## src/pibc_pkg.sv

```systemverilog
package pibc_pkg;

	// Device selection code on the device number lines, 140 octal.
	localparam logic [6:0] SEL_CODE = 7'h60;

	// Positions on the six data lines; index 5 is bus bit 30.
	localparam int B30 = 5;
	localparam int B31 = 4;
	localparam int B32 = 3;
	localparam int B33 = 2;
	localparam int B34 = 1;
	localparam int B35 = 0;
	localparam int CH_HI = 2;
	localparam int CH_LO = 0;

	// Strobe positions inside the synchronised strobe vector.
	localparam int STB_COC = 5;
	localparam int STB_COS = 4;
	localparam int STB_CI  = 3;
	localparam int STB_DOC = 2;
	localparam int STB_DOS = 1;
	localparam int STB_RST = 0;

	// Timing, in nanoseconds, and the clock period.
	localparam int unsigned CLK_NS   = 50;
	localparam int unsigned HOLD_NS  = 2500000;
	localparam int unsigned MOVE_NS  = 2500000;
	localparam int unsigned RAISE_NS = 7500000;
	localparam int unsigned LOWER_NS = 30000000;
	localparam int CNT_W = 20;

	// Reset values.
	localparam logic [2:0] CHAN_RST = 3'h0;
	localparam logic [5:0] FUNC_RST = 6'h00;
	localparam logic [6:0] IRQ_RST  = 7'h00;

	// Sequencer states, one-hot.
	typedef enum logic [5:0] {
		ST_IDLE  = 6'h01,
		ST_HOLD  = 6'h02,
		ST_MOVE  = 6'h04,
		ST_RAISE = 6'h08,
		ST_LOW1  = 6'h10,
		ST_LOW2  = 6'h20
	} pibc_state_t;

endpackage

```

## src/pibc_top.sv

```systemverilog
// What this block does
// - Power application clears busy, done, channel.
// - Clear held until power-up indication arrives.
// - Act on strobes only when selected; bus reset always.
// - Selection code is 140 octal.
// - Selected clear strobe clears flags, channel.
// - Set strobe loads channel from bits 33-35.
// - Bit 32 on set: done, not busy.
// - Bit 31 on set: busy; independent bits.
// - Drive status only on selected status read.
// - Status: power, busy, done, channel bits.
// - Data-out clear: done off, busy, timing start.
// - Only bus bits 30 to 35 used.
// - Interrupt on one of seven lines.
// - Six mechanism outputs, one increment each.
// - Bus reset clears like condition-out clear.
// - Bit30 raise, 31 lower, 32-35 motions.
// - Motion: 2.5 ms active, 2.5 ms wait.
// - Raise: 2.5 ms active, 7.5 ms wait.
// - Lower: 2.5 ms active, two 30 ms.
`timescale 1ns/1ps
module pibc_top
	import pibc_pkg::*;
#(
	parameter int unsigned HOLD_CYC  = (HOLD_NS + CLK_NS - 1) / CLK_NS,
	parameter int unsigned MOVE_CYC  = (MOVE_NS + CLK_NS - 1) / CLK_NS,
	parameter int unsigned RAISE_CYC = (RAISE_NS + CLK_NS - 1) / CLK_NS,
	parameter int unsigned LOWER_CYC = (LOWER_NS + CLK_NS - 1) / CLK_NS
) (
	// Clock and reset.
	input  wire logic       CLK_I,
	input  wire logic       RST_N_I,
	// Bus selection and strobes.
	input  wire logic [6:0] DEV_NUM_I,
	input  wire logic       COND_OUT_CLEAR_I,
	input  wire logic       COND_OUT_SET_I,
	input  wire logic       COND_IN_STROBE_I,
	input  wire logic       DATA_OUT_CLEAR_I,
	input  wire logic       DATA_OUT_SET_I,
	input  wire logic       BUS_RESET_I,
	// Bus data lines 30 to 35.
	input  wire logic [5:0] DATA_I,
	output logic      [5:0] DATA_O,
	output logic            DATA_OE_N_O,
	// Power indications.
	input  wire logic       POWER_UP_I,
	input  wire logic       PLOTTER_POWER_I,
	// Priority interrupt lines 1 to 7, index 0 is line 1.
	output logic      [6:0] PRIORITY_INTERRUPT_O,
	// Mechanism drive.
	output logic            PEN_RAISE_O,
	output logic            PEN_LOWER_O,
	output logic            CARRIAGE_LEFT_O,
	output logic            CARRIAGE_RIGHT_O,
	output logic            DRUM_UP_O,
	output logic            DRUM_DOWN_O
);

	typedef struct packed {
		logic [20:0]      s1;
		logic [20:0]      s2;
		logic [5:0]       s3;
		logic             oneshot;
		logic             done;
		logic             busy;
		logic [2:0]       chan;
		logic [5:0]       func;
		pibc_state_t      state;
		logic [CNT_W-1:0] cnt;
		logic [6:0]       irq;
		logic [5:0]       stat;
		logic             oe_n;
	} pibc_regs_t;

	pibc_regs_t r_reg;
	pibc_regs_t r_next;

	logic [6:0] dev_s;
	logic [5:0] data_s;
	logic [5:0] stb_s;
	logic       pwrup_s;
	logic       ppwr_s;
	logic       sel;
	logic [5:0] rise;
	logic       coc_p;
	logic       cos_p;
	logic       doc_p;
	logic       dos_p;
	logic       clr;
	logic       fin;
	logic [6:0] irq_vec;

	// Second synchroniser stage feeds all logic; the first feeds only it.
	assign {dev_s, data_s, stb_s, pwrup_s, ppwr_s} = r_reg.s2;
	assign sel   = (dev_s == SEL_CODE);
	assign rise  = stb_s & ~r_reg.s3;
	assign coc_p = rise[STB_COC] & sel;
	assign cos_p = rise[STB_COS] & sel;
	assign doc_p = rise[STB_DOC] & sel;
	assign dos_p = rise[STB_DOS] & sel;
	// Bus reset needs no selection; it clears like the selected clear.
	assign clr = r_reg.oneshot | rise[STB_RST] | coc_p;
	assign fin = (r_reg.cnt == '0) & ((r_reg.state == ST_MOVE)
		| (r_reg.state == ST_RAISE) | (r_reg.state == ST_LOW2));

	// One decoder term per interrupt line; channel zero lights none.
	for (genvar i = 0; i < 7; i++) begin : g_irq
		assign irq_vec[i] = r_reg.done & (r_reg.chan == 3'(i + 1));
	end

	// Next-state logic for the whole block.
	always_comb begin
		r_next = r_reg;
		r_next.s1 = {DEV_NUM_I, DATA_I, COND_OUT_CLEAR_I, COND_OUT_SET_I,
			COND_IN_STROBE_I, DATA_OUT_CLEAR_I, DATA_OUT_SET_I,
			BUS_RESET_I, POWER_UP_I, PLOTTER_POWER_I};
		r_next.s2 = r_reg.s1;
		r_next.s3 = stb_s;
		// The one-shot drops once the power-up indication is seen.
		if (pwrup_s) begin
			r_next.oneshot = 1'b0;
		end
		// Sequencer; the counter counts down to zero in each timed state.
		unique case (r_reg.state)
			ST_IDLE: begin
				r_next.cnt = '0;
			end
			ST_HOLD: begin
				if (r_reg.cnt == '0) begin
					r_next.func = FUNC_RST;
					if (r_reg.func[B31]) begin
						r_next.state = ST_LOW1;
						r_next.cnt = CNT_W'(LOWER_CYC - 1);
					end else if (r_reg.func[B30]) begin
						r_next.state = ST_RAISE;
						r_next.cnt = CNT_W'(RAISE_CYC - 1);
					end else begin
						r_next.state = ST_MOVE;
						r_next.cnt = CNT_W'(MOVE_CYC - 1);
					end
				end else begin
					r_next.cnt = r_reg.cnt - 1'b1;
				end
			end
			ST_LOW1: begin
				if (r_reg.cnt == '0) begin
					r_next.state = ST_LOW2;
					r_next.cnt = CNT_W'(LOWER_CYC - 1);
				end else begin
					r_next.cnt = r_reg.cnt - 1'b1;
				end
			end
			ST_MOVE, ST_RAISE, ST_LOW2: begin
				if (r_reg.cnt == '0) begin
					r_next.state = ST_IDLE;
				end else begin
					r_next.cnt = r_reg.cnt - 1'b1;
				end
			end
			default: begin
				r_next.state = ST_IDLE;
				r_next.cnt = '0;
			end
		endcase
		// A new data-out clear restarts the active period.
		if (doc_p) begin
			r_next.state = ST_HOLD;
			r_next.cnt = CNT_W'(HOLD_CYC - 1);
		end
		if (dos_p) begin
			r_next.func = data_s;
		end
		// Clears come after the function load but before the flag and channel sets, which still win.
		if (clr) begin
			r_next.done = 1'b0;
			r_next.busy = 1'b0;
			r_next.chan = CHAN_RST;
			r_next.func = FUNC_RST;
			r_next.state = ST_IDLE;
			r_next.cnt = '0;
		end
		if (doc_p) begin
			r_next.done = 1'b0;
		end
		if (cos_p && data_s[B32]) begin
			r_next.busy = 1'b0;
		end
		if (fin) begin
			r_next.busy = 1'b0;
		end
		if (doc_p) begin
			r_next.busy = 1'b1;
		end
		if (cos_p) begin
			r_next.chan = data_s[CH_HI:CH_LO];
			if (data_s[B31]) begin
				r_next.busy = 1'b1;
			end
			if (data_s[B32]) begin
				r_next.done = 1'b1;
			end
		end
		if (fin) begin
			r_next.done = 1'b1;
		end
		r_next.irq = irq_vec;
		// Status is driven only while a selected status read is seen.
		r_next.stat = {ppwr_s, r_reg.busy, r_reg.done, r_reg.chan};
		r_next.oe_n = ~(stb_s[STB_CI] & sel);
	end

	// State register; the one-shot starts set, as at power application.
	always_ff @(posedge CLK_I) begin
		if (!RST_N_I) begin
			r_reg <= '0;
			r_reg.oneshot <= 1'b1;
			r_reg.state <= ST_IDLE;
			r_reg.oe_n <= 1'b1;
		end else begin
			r_reg <= r_next;
		end
	end

	assign DATA_O           = r_reg.stat;
	assign DATA_OE_N_O      = r_reg.oe_n;
	assign PRIORITY_INTERRUPT_O = r_reg.irq;
	assign PEN_RAISE_O      = r_reg.func[B30];
	assign PEN_LOWER_O      = r_reg.func[B31];
	assign CARRIAGE_LEFT_O  = r_reg.func[B32];
	assign CARRIAGE_RIGHT_O = r_reg.func[B33];
	assign DRUM_UP_O        = r_reg.func[B34];
	assign DRUM_DOWN_O      = r_reg.func[B35];
endmodule

```

## config.mk

```make
export PLATFORM = sky130hd
export DESIGN_NAME = pibc_top
export DESIGN_NICKNAME = d
export VERILOG_FILES = /design/src/pibc_pkg.sv /design/src/pibc_top.sv
export SDC_FILE = /design/constraint.sdc
export NUM_CORES = 1
export LEC_CHECK = 0
export ABC_AREA = 0
export BUFFER_PORTS_ARGS = -buffer_cell sky130_fd_sc_hd__buf_2
export CAP_MARGIN = 10
export CORE_AREA = 3 3 84 86
export CTS_BUF_LIST = sky130_fd_sc_hd__clkbuf_2
export DETAILED_ROUTE_END_ITERATION = 8
export DIE_AREA = 0 0 87 89
export PLACE_DENSITY = 0.86
export REMOVE_ABC_BUFFERS = 1
export SYNTH_ARGS = -nofsm -noshare
export SYNTH_HDL_FRONTEND = slang
export SYNTH_SLANG_ARGS = --single-unit
export TNS_END_PERCENT = 5
```

## constraint.sdc

```tcl
create_clock -name CLK_I -period 3 [get_ports CLK_I]
set_input_delay 0 -clock CLK_I [delete_from_list [all_inputs] [get_ports CLK_I]]
set_output_delay 0 -clock CLK_I [all_outputs]
set_load 0.02 [all_outputs]
```

* Word-level counts from Yosys, hierarchy flattened
Index checks and enable logic that the tools add are counted.
** Word-level totals
- Output and inout port bits :: 20
- Logic and storage cells :: 94
- Bits in registers :: 100
** Operators by class
- $add $sub $neg :: 1
- Bitwise logic cells :: 22
- Reductions and logical operators :: 11
- Eq/ne operators :: 23
- Muxes and demuxes :: 22
** Operators by type and width (number)
- $mux 20 :: 3
- $pmux 20 s3 :: 1
- $mux 37 :: 1
- $mux 26 :: 1
- $mux 25 :: 1
- $mux 24 :: 1
- $mux 6 :: 4
- $pmux 6 s4 :: 1
- $logic_not 20->1 :: 1
- $sub 20x1->20 const B :: 1
- $and 1x1->1 :: 13
- $eq 3x3->1 const B :: 4
- $mux 12 :: 1
- $ne 3x3->1 const B :: 4
- $ne 2x2->1 const B :: 5
- $reduce_and 4->1 :: 2
- $eq 7x7->1 const B :: 1
- $mux 1 :: 7
- $and 6x6->6 :: 1
- $eq 3x2->1 const B :: 2
- $eq 6x1->1 const B :: 1
- $eq 6x2->1 const B :: 1
- $eq 6x3->1 const B :: 1
- $eq 6x4->1 const B :: 1
- other kinds (12) :: 20

* Logic depth before layout (Yosys ltp)
Gate-level depths: netlist of run 1.
- Word-level depth :: 12
- Depth in mapped cells :: 9

* Worst setup path before layout of run 1
No wires, ideal clock.
- Path type :: register to register
- From :: register r_reg[30] (netlist name)
- To :: register r_reg[33] (netlist name)
- Clock period less this slack :: 2172 ps
- Arrival time :: 2101 ps
- Setup time :: 70 ps
- Setup slack :: 828 ps
- Data required time :: 2930 ps
- Cell stages (with the launch flop) :: 6
- Cell sequence :: dfxtp_1 -> or4_4 -> or4_4 -> or3_1 -> a32o_2 -> a21oi_2
** Between the ends
- Word-level cells in the longest chain between the ends :: 3
- Elaborated cells between the ends (all ways) :: 7
- Those cells by class :: 1 x add/sub; 1 x eq/ne; 4 x mux; 1 x reduce/logical
** RTL lines
- start, declared :: line pibc_top.sv:75 : pibc_regs_t r_reg;
- start signal, assigned :: line pibc_top.sv:220 : r_reg <= r_next;
- $sub 20x1->20 or $logic_not 20->1 (tied branches)
- $mux 20, on equally long branches :: line pibc_top.sv:154, pibc_top.sv:129, pibc_top.sv:146
- $pmux 20 s3 :: line pibc_top.sv:124 : unique case (r_reg.state)
Parallel ways exist; a longest one is shown, timed or not. The select of a mux whose other input is x is not followed.
A chain may end at the register's enable or synchronous reset.

* Worst setup path in the final report of run 1
- From :: register r_reg[36] (netlist name)
- To :: register r_reg[31] (netlist name)
** Between the ends
- Word-level cells in the longest chain between the ends :: 3
- Elaborated cells between the ends (all ways) :: 8
- Those cells by class :: 6 x eq/ne; 1 x mux; 1 x reduce/logical
** RTL lines (line)
- $eq 6x3->1 (tied with other cells) :: pibc_top.sv:124
- $reduce_or 3->1 :: pibc_top.sv:124
- $pmux 20 s3 or $ne 2x2->1 (tied branches)
Parallel ways exist; a longest one is shown, timed or not.

==> out/qor.yml, run 1 <==
critPathCaptureType: "register"
initial_core_util: 0.601
synthCells: 397
critPathSlowestCell: "a22oi_2"
cts_resized: 0
synth_most_common_cell: "dfxtp_1"
ys_types: 58
synth_seq_cells: 99
die_w_um: 87
path_cells: "nor4_2 > o21ai_0 > a22oi_2 > o21ai_0 > buf_4 > a211oi_1"
diodes: 0
worst_slew_pin_slew_ns: 0.837
setup_ws_ns: 0.524
vias: 3267
fin_skew_ns: 0.0384
drv_slew: 0
cts.path.max_buffers: 2
p_leak_nw: 1.94
cts.root.buffer_cell: "clkbuf_2"
ios: 43
final_util: 0.721
cp_slowest_stage_delay_ns: 0.68
cp_data_arrival_time_ns: 2.99
cts_inserted_buffers: 9
drtIter0Drc: 307
worstPathRequired_ns: 3.52
rsz0062_at_grt: "no"
worstSkewPairLatency_ns: 0.60
rows: 29
die_h_um: 89
crit_top_cell: "o21ai_0"
dp_slack_ns: 0.617
tritoncts: "yes"
fin_crit_ns: 2.48
finalHoldViolCount: 0
grtUsageTotal: 0.262
r2r_slack_ns: 0.52
detail-route-antenna-nets: 0
placed_area_um2: 4010
synthTopCellsByArea: "dfxtp_1, and2_1, a21oi_1, nand2_1, buf_4"
netlist_area_um2: 3820
async_reset_ff_frac: 0
yosysSeqAreaShare: 0.519
yosysWarnings: 0
cts_num_sinks: 99
clkTransAtPathRegs_ns: 0.31
finalInstanceArea_um2: 4580
antenna_found_initial: 0
overflow: 0
fin_crit_sh: 0.825
synth.avg_cell_area_um2: 9.62
cellPowerDensity_nw_per_um2: 475
via_per_inst: 5.91
grt_pass1_vias: 3170
grt_max_degree: 56
synth_top_cells_by_count: "dfxtp_1, and2_1, nand2_1"
slew_headroom: 0.440
core_region_area_um2: 6350
final-setup-viol-count: 0
route.detailed.drc: 0
gp_congestion: 0.975
tns_ns: 0
drive_gt1_frac: 0.164
vdd_drop_max_v: 0.000531
yosysTopAreaCellShare: 0.519
wirelength_mm: 9.46
status: "finished, final reports clean"
drt-pass1-iter-count: 5
cp_max_fo: 18
startpoint_type: "register"
ys.flop_type: "dfxtp_1"
synth-edff-count: 0
grt_pass1_wl_mm: 15.6
dieArea_um2: 7740
fmax_ghz: 0.404
io_buffers: 42
nFillCells: 407
hold_path.class: "input port to register"
post-cts-setup-buffer-count: 0
drv_cap: 0
nets: 496
htreeDepth: 3
finalPower_w: 0.00217
area_growth_pct: 20.0
criticalPathCategory: "register to register"
post_drt_wl_per_cell_um: 17.1
synth_top_area_cell: "dfxtp_1"
post-dp-hpwl_mm: 5.45
## layer usage
metal / wire, um / track usage / vias to the layer above
li1: - / - / 1544
met1: 3890 / 0.323 / 1525
met2: 4540 / 0.430 / 164
met3: 666 / 0.0599 / 34
met4: 361 / 0.139 / 0
met5: 0 / 0 / -
## where the power goes
group	switching (W)	internal, W	leakage, nW
Combinational	0.0000385	0.0000652	1.06
Sequential	0.0000114	0.00135	0.807
Clock	0.000493	0.000217	0.0793
## final cells by class
class                   instances  area (um2)  share of cell area
multi-input cells             266        1670               0.364
flip-flops and latches         99        1980               0.433
well taps                      77        96.3              0.0210
repair buffers                 90         678               0.148
clock inverters                 7        93.8              0.0205
inverters                       5        18.8             0.00410
clock buffers                   9        45.0             0.00983
## path summary, 6_finish.rpt
| kind | from | cells past startpoint | to |
|---|---|---|---|
| worst max register to register | r_reg[36]$_SDFFE_PP0P_ | 6 | r_reg[31]$_SDFFE_PP0N_ |
| worst min register to register | pwrup_s$_SDFF_PN0_ | 1 | r_reg[51]$_SDFFE_PN1P_ |
| worst min-delay path | RST_N_I | 4 | r_next[2]$_SDFFE_PN0P_ |
| worst max-delay path | r_reg[36]$_SDFFE_PP0P_ | 6 | r_reg[31]$_SDFFE_PP0N_ |
## logic make-up after synthesis
group,count (synthesis),share of synthesized area
xor gates and xnor gates,13,0.0298
and+or+nand+nor,162,0.245
AOI/OAI and AO/OA,89,0.155
buffers and inverters,32,0.0442
adders and majority gates,2,0.00655
DFF,99,0.519
## cells in the final DEF (no fill, tap or decap), types with 3 or more instances in the layout
cell	netlist	final
dfxtp_1	99	99
and2_1	53	53
dlygate4sd3_1	0	43
buf_2	0	42
nand2_1	31	31
a21oi_1	29	29
nor2_1	14	14
nor3_1	13	13
o21ai_0	12	12
nand3_1	9	9
clkbuf_2	0	9
xor2_1	8	8
nor2b_1	7	7
o211ai_1	7	7
a31oi_1	6	6
inv_1	5	5
a211oi_1	5	5
nor4_1	5	5
xnor2_1	5	5
buf_4	13	5
nand4_1	4	4
and3_1	3	3
nand2b_1	3	3
o22ai_1	3	3
o311ai_0	3	3
## timing repair
action,4_1_cts,5_1_grt
hold endpoints to repair,59,0
endpoints found under the setup margin,0,0
hold buffers,43,0
## critical path: cells and delay by family (launching register included)
kind	cells	cell delay, ns
AO/OA/AOI/OAI	4	1.29
buffers and inverters	1	0.19
flip-flops	1	0.43
AND/OR/NAND/NOR	1	0.49
## per-stage QoR
| step | hold slack [ns] | std cells |
|---|---|---|
| after floorplan | 0.0762 | 370 |
| after global placement | 0.205 | 494 |
| after detailed placement | 0.208 | 494 |
| after CTS | 0.247 | 553 |
| after global routing | 0.323 | 553 |
| final | 0.274 | 553 |
Note: power is estimated with default switching activity, not from simulation.
==> run 2, diff against run 1 <==
Clock period 3 ns to 2.51 ns, I/O delays scaled along.
==> run 2 against run 1 <==
Global-route usage grew 1.1 points. Clock-buffer cell count is the same. First-iteration DRC count shrank 12%. Register-to-register slack lost 0.34 ns. Combinational power grew 21%. Worst setup slack lost 0.34 ns. Critical path type unchanged. Largest cell class unchanged. Highest routed layer unchanged.
==> out/qor.yml, run 2 (same netlist as run 1, synthesis figures left out) <==
criticalPathCategory: "register to register"
dp_cells: 504  # +2.0%
clkTransAtPathRegs_ns: 0.30  # about the same
p_leak_nw: 1.97  # +1.6%
tritoncts: "yes"
slew_headroom: 0.538  # +0.0978
antenna_found_initial: 0  # unchanged
placed_area_um2: 4090  # +1.9%
reg2reg_depth: 5  # -1
dp_slack_ns: 0.251  # -0.366 ns
grt_max_degree: 56  # unchanged
nets: 506  # +2.0%
final_common_cell: "dfxtp_1"
grt_use_met1: 0.316  # -0.00730
worst_slew_pin_slew_ns: 0.689  # -0.149 ns
cp_max_fo: 6  # -12
finalHoldViolCount: 0  # unchanged
grt_use_met2: 0.482  # +0.0518
rsz0062_at_grt: "no"
final-setup-viol-count: 0  # unchanged
grtUsageTotal: 0.273  # +0.0109
drv_slew: 0  # unchanged
wirelength_mm: 10.2  # +8.0%
fmax_ghz: 0.430  # +6.5%
drv_cap: 0  # unchanged
regArea_um2: 1980  # unchanged
via_per_inst: 6.00  # +1.6%
layout_common_cells: "dfxtp_1, and2_1, dlygate4sd3_1, buf_2, nand2_1"
fin_crit_sh: 0.927  # +0.101
use_met3: 0.0553  # -0.00461
nFillCells: 396  # -2.7%
die_h_um: 89  # unchanged
die_w_um: 87  # unchanged
ios: 43  # unchanged
grt_pass1_wl_mm: 16.3  # +4.1%
critPathCaptureType: "register"
vias: 3374  # +3.3%
r2r_slack_ns: 0.18  # -0.34 ns
core_region_area_um2: 6350  # unchanged
worstSkewPairLatency_ns: 0.60  # about the same
cellPowerDensity_nw_per_um2: 537  # +13%
fin_skew_ns: 0.0471  # +0.00866 ns
gr-max-usage-layer: "met2"
drive_gt1_frac: 0.181  # +0.0176
diodes: 0  # unchanged
r2r_start: "r_reg[28]$_SDFFE_PP0P_"
detail-route-antenna-nets: 0  # unchanged
fin_crit_ns: 2.33  # -0.150 ns
post_drt_wl_per_cell_um: 18.2  # +6.3%
drt-pass1-iter-count: 5  # unchanged
rows: 29  # unchanged
drtIter0Drc: 269  # -12%
route.detailed.drc: 0  # unchanged
post-dp-hpwl_mm: 5.54  # +1.6%
cts_inserted_buffers: 9  # unchanged
vdd_drop_max_v: 0.000557  # +4.8%
post-cts-setup-buffer-count: 0  # unchanged
cp_data_arrival_time_ns: 2.86  # -0.13 ns
dieArea_um2: 7740  # unchanged
hold_depth: 4  # unchanged
tns_ns: 0  # unchanged
rr_endpoint: "r_reg[33]$_SDFFE_PP0N_"
hold_path_end: "r_next[3]$_SDFFE_PN0P_"
worstPathRequired_ns: 3.05  # -0.47 ns
grt_pass1_vias: 3301  # +4.1%
area_growth_pct: 21.1
whs_ns: 0.288  # +0.0142 ns
multiInputGateArea_um2: 1670  # +0.30%
cts.root.buffer_cell: "clkbuf_2"
overflow: 0  # unchanged
gp_congestion: 0.948  # -2.8%
startpoint_type: "register"
status: "finished, final reports clean"
final_cells: 562  # +1.6%
initial_core_util: 0.601  # unchanged
hold_path.class: "input port to register"
cts_num_sinks: 99  # unchanged
setup_ws_ns: 0.184  # -0.340 ns
finalInstanceArea_um2: 4620  # +0.96%
cts.path.max_buffers: 2  # unchanged
io_buffers: 42  # unchanged
hp-start: "RST_N_I"
htreeDepth: 3  # unchanged
run 2: cell types whose count changed in the layout (fill, tap and decap cells not counted):
cell / delta
buf_4: +10
bufinv_16: -1
clkinv_4: +2
clkinv_8: -1
o31ai_2: +1
clkinvlp_4: -1
o31ai_1: -1
run 2: through the flow:
step                      utilization  power (W)
after CTS                       0.727    0.00245
after global placement          0.644    0.00171
after floorplan                     -    0.00168
final                           0.728    0.00248
after global routing            0.728    0.00255
after detailed placement        0.644    0.00171
run 2: worst max-delay path by stage:
| stage | from | to | slack [ns] |
|---|---|---|---|
| 6_report | r_reg[28]$_SDFFE_PP0P_ | r_reg[33]$_SDFFE_PP0N_ | 0.18 |
| 5_1_grt | r_reg[14]$_SDFFE_PP0P_ | r_reg[17]$_SDFFE_PP0P_ | 0.03 |
| 4_1_cts | r_reg[28]$_SDFFE_PP0P_ | r_reg[33]$_SDFFE_PP0N_ | 0.20 |
| 3_5_place_dp | r_reg[30]$_SDFFE_PP0N_ | r_reg[20]$_SDFFE_PP0P_ | 0.25 |
| 3_3_place_gp | r_reg[30]$_SDFFE_PP0N_ | r_reg[33]$_SDFFE_PP0N_ | 0.31 |
| 2_1_floorplan | r_reg[30]$_SDFFE_PP0N_ | r_reg[33]$_SDFFE_PP0N_ | 0.34 |
run 2: what timing repair did:
| action | in CTS | in global routing |
|---|---|---|
| setup endpoints to repair | 0 | 1 |
| endpoints found under the hold margin | 58 | 0 |
| gates resized for setup | 0 | 1 |
| hold buffers | 43 | 0 |
run 2: final cells by class:
cell class,instances,area share
sequential,99,0.429
multi-input combinational,266,0.361
timing repair buffer,100,0.163
tap,77,0.0208
clock inverter,6,0.0124
clock buffer,9,0.00974
inverter,5,0.00406
run 2: layer usage:
layer | wire (um) | vias up
met5 | 0 | -
met4 | 377 | 0
met3 | 648 | 38
met2 | 5180 | 192
met1 | 4010 | 1576
li1 | - | 1568
run 2: power by group:
part	internal [W]	total (W)	switching (W)
clock	0.000151	0.000726	0.000576
sequential	0.00161	0.00163	0.0000162
combinational	0.0000784	0.000126	0.0000481
run 2: critical path: stages (launching register included):
cell     delay [ns]
dfxtp_1        0.43
or4_4          0.53
or4_4          0.53
or3_1          0.38
a32o_2         0.28
a21oi_2        0.11
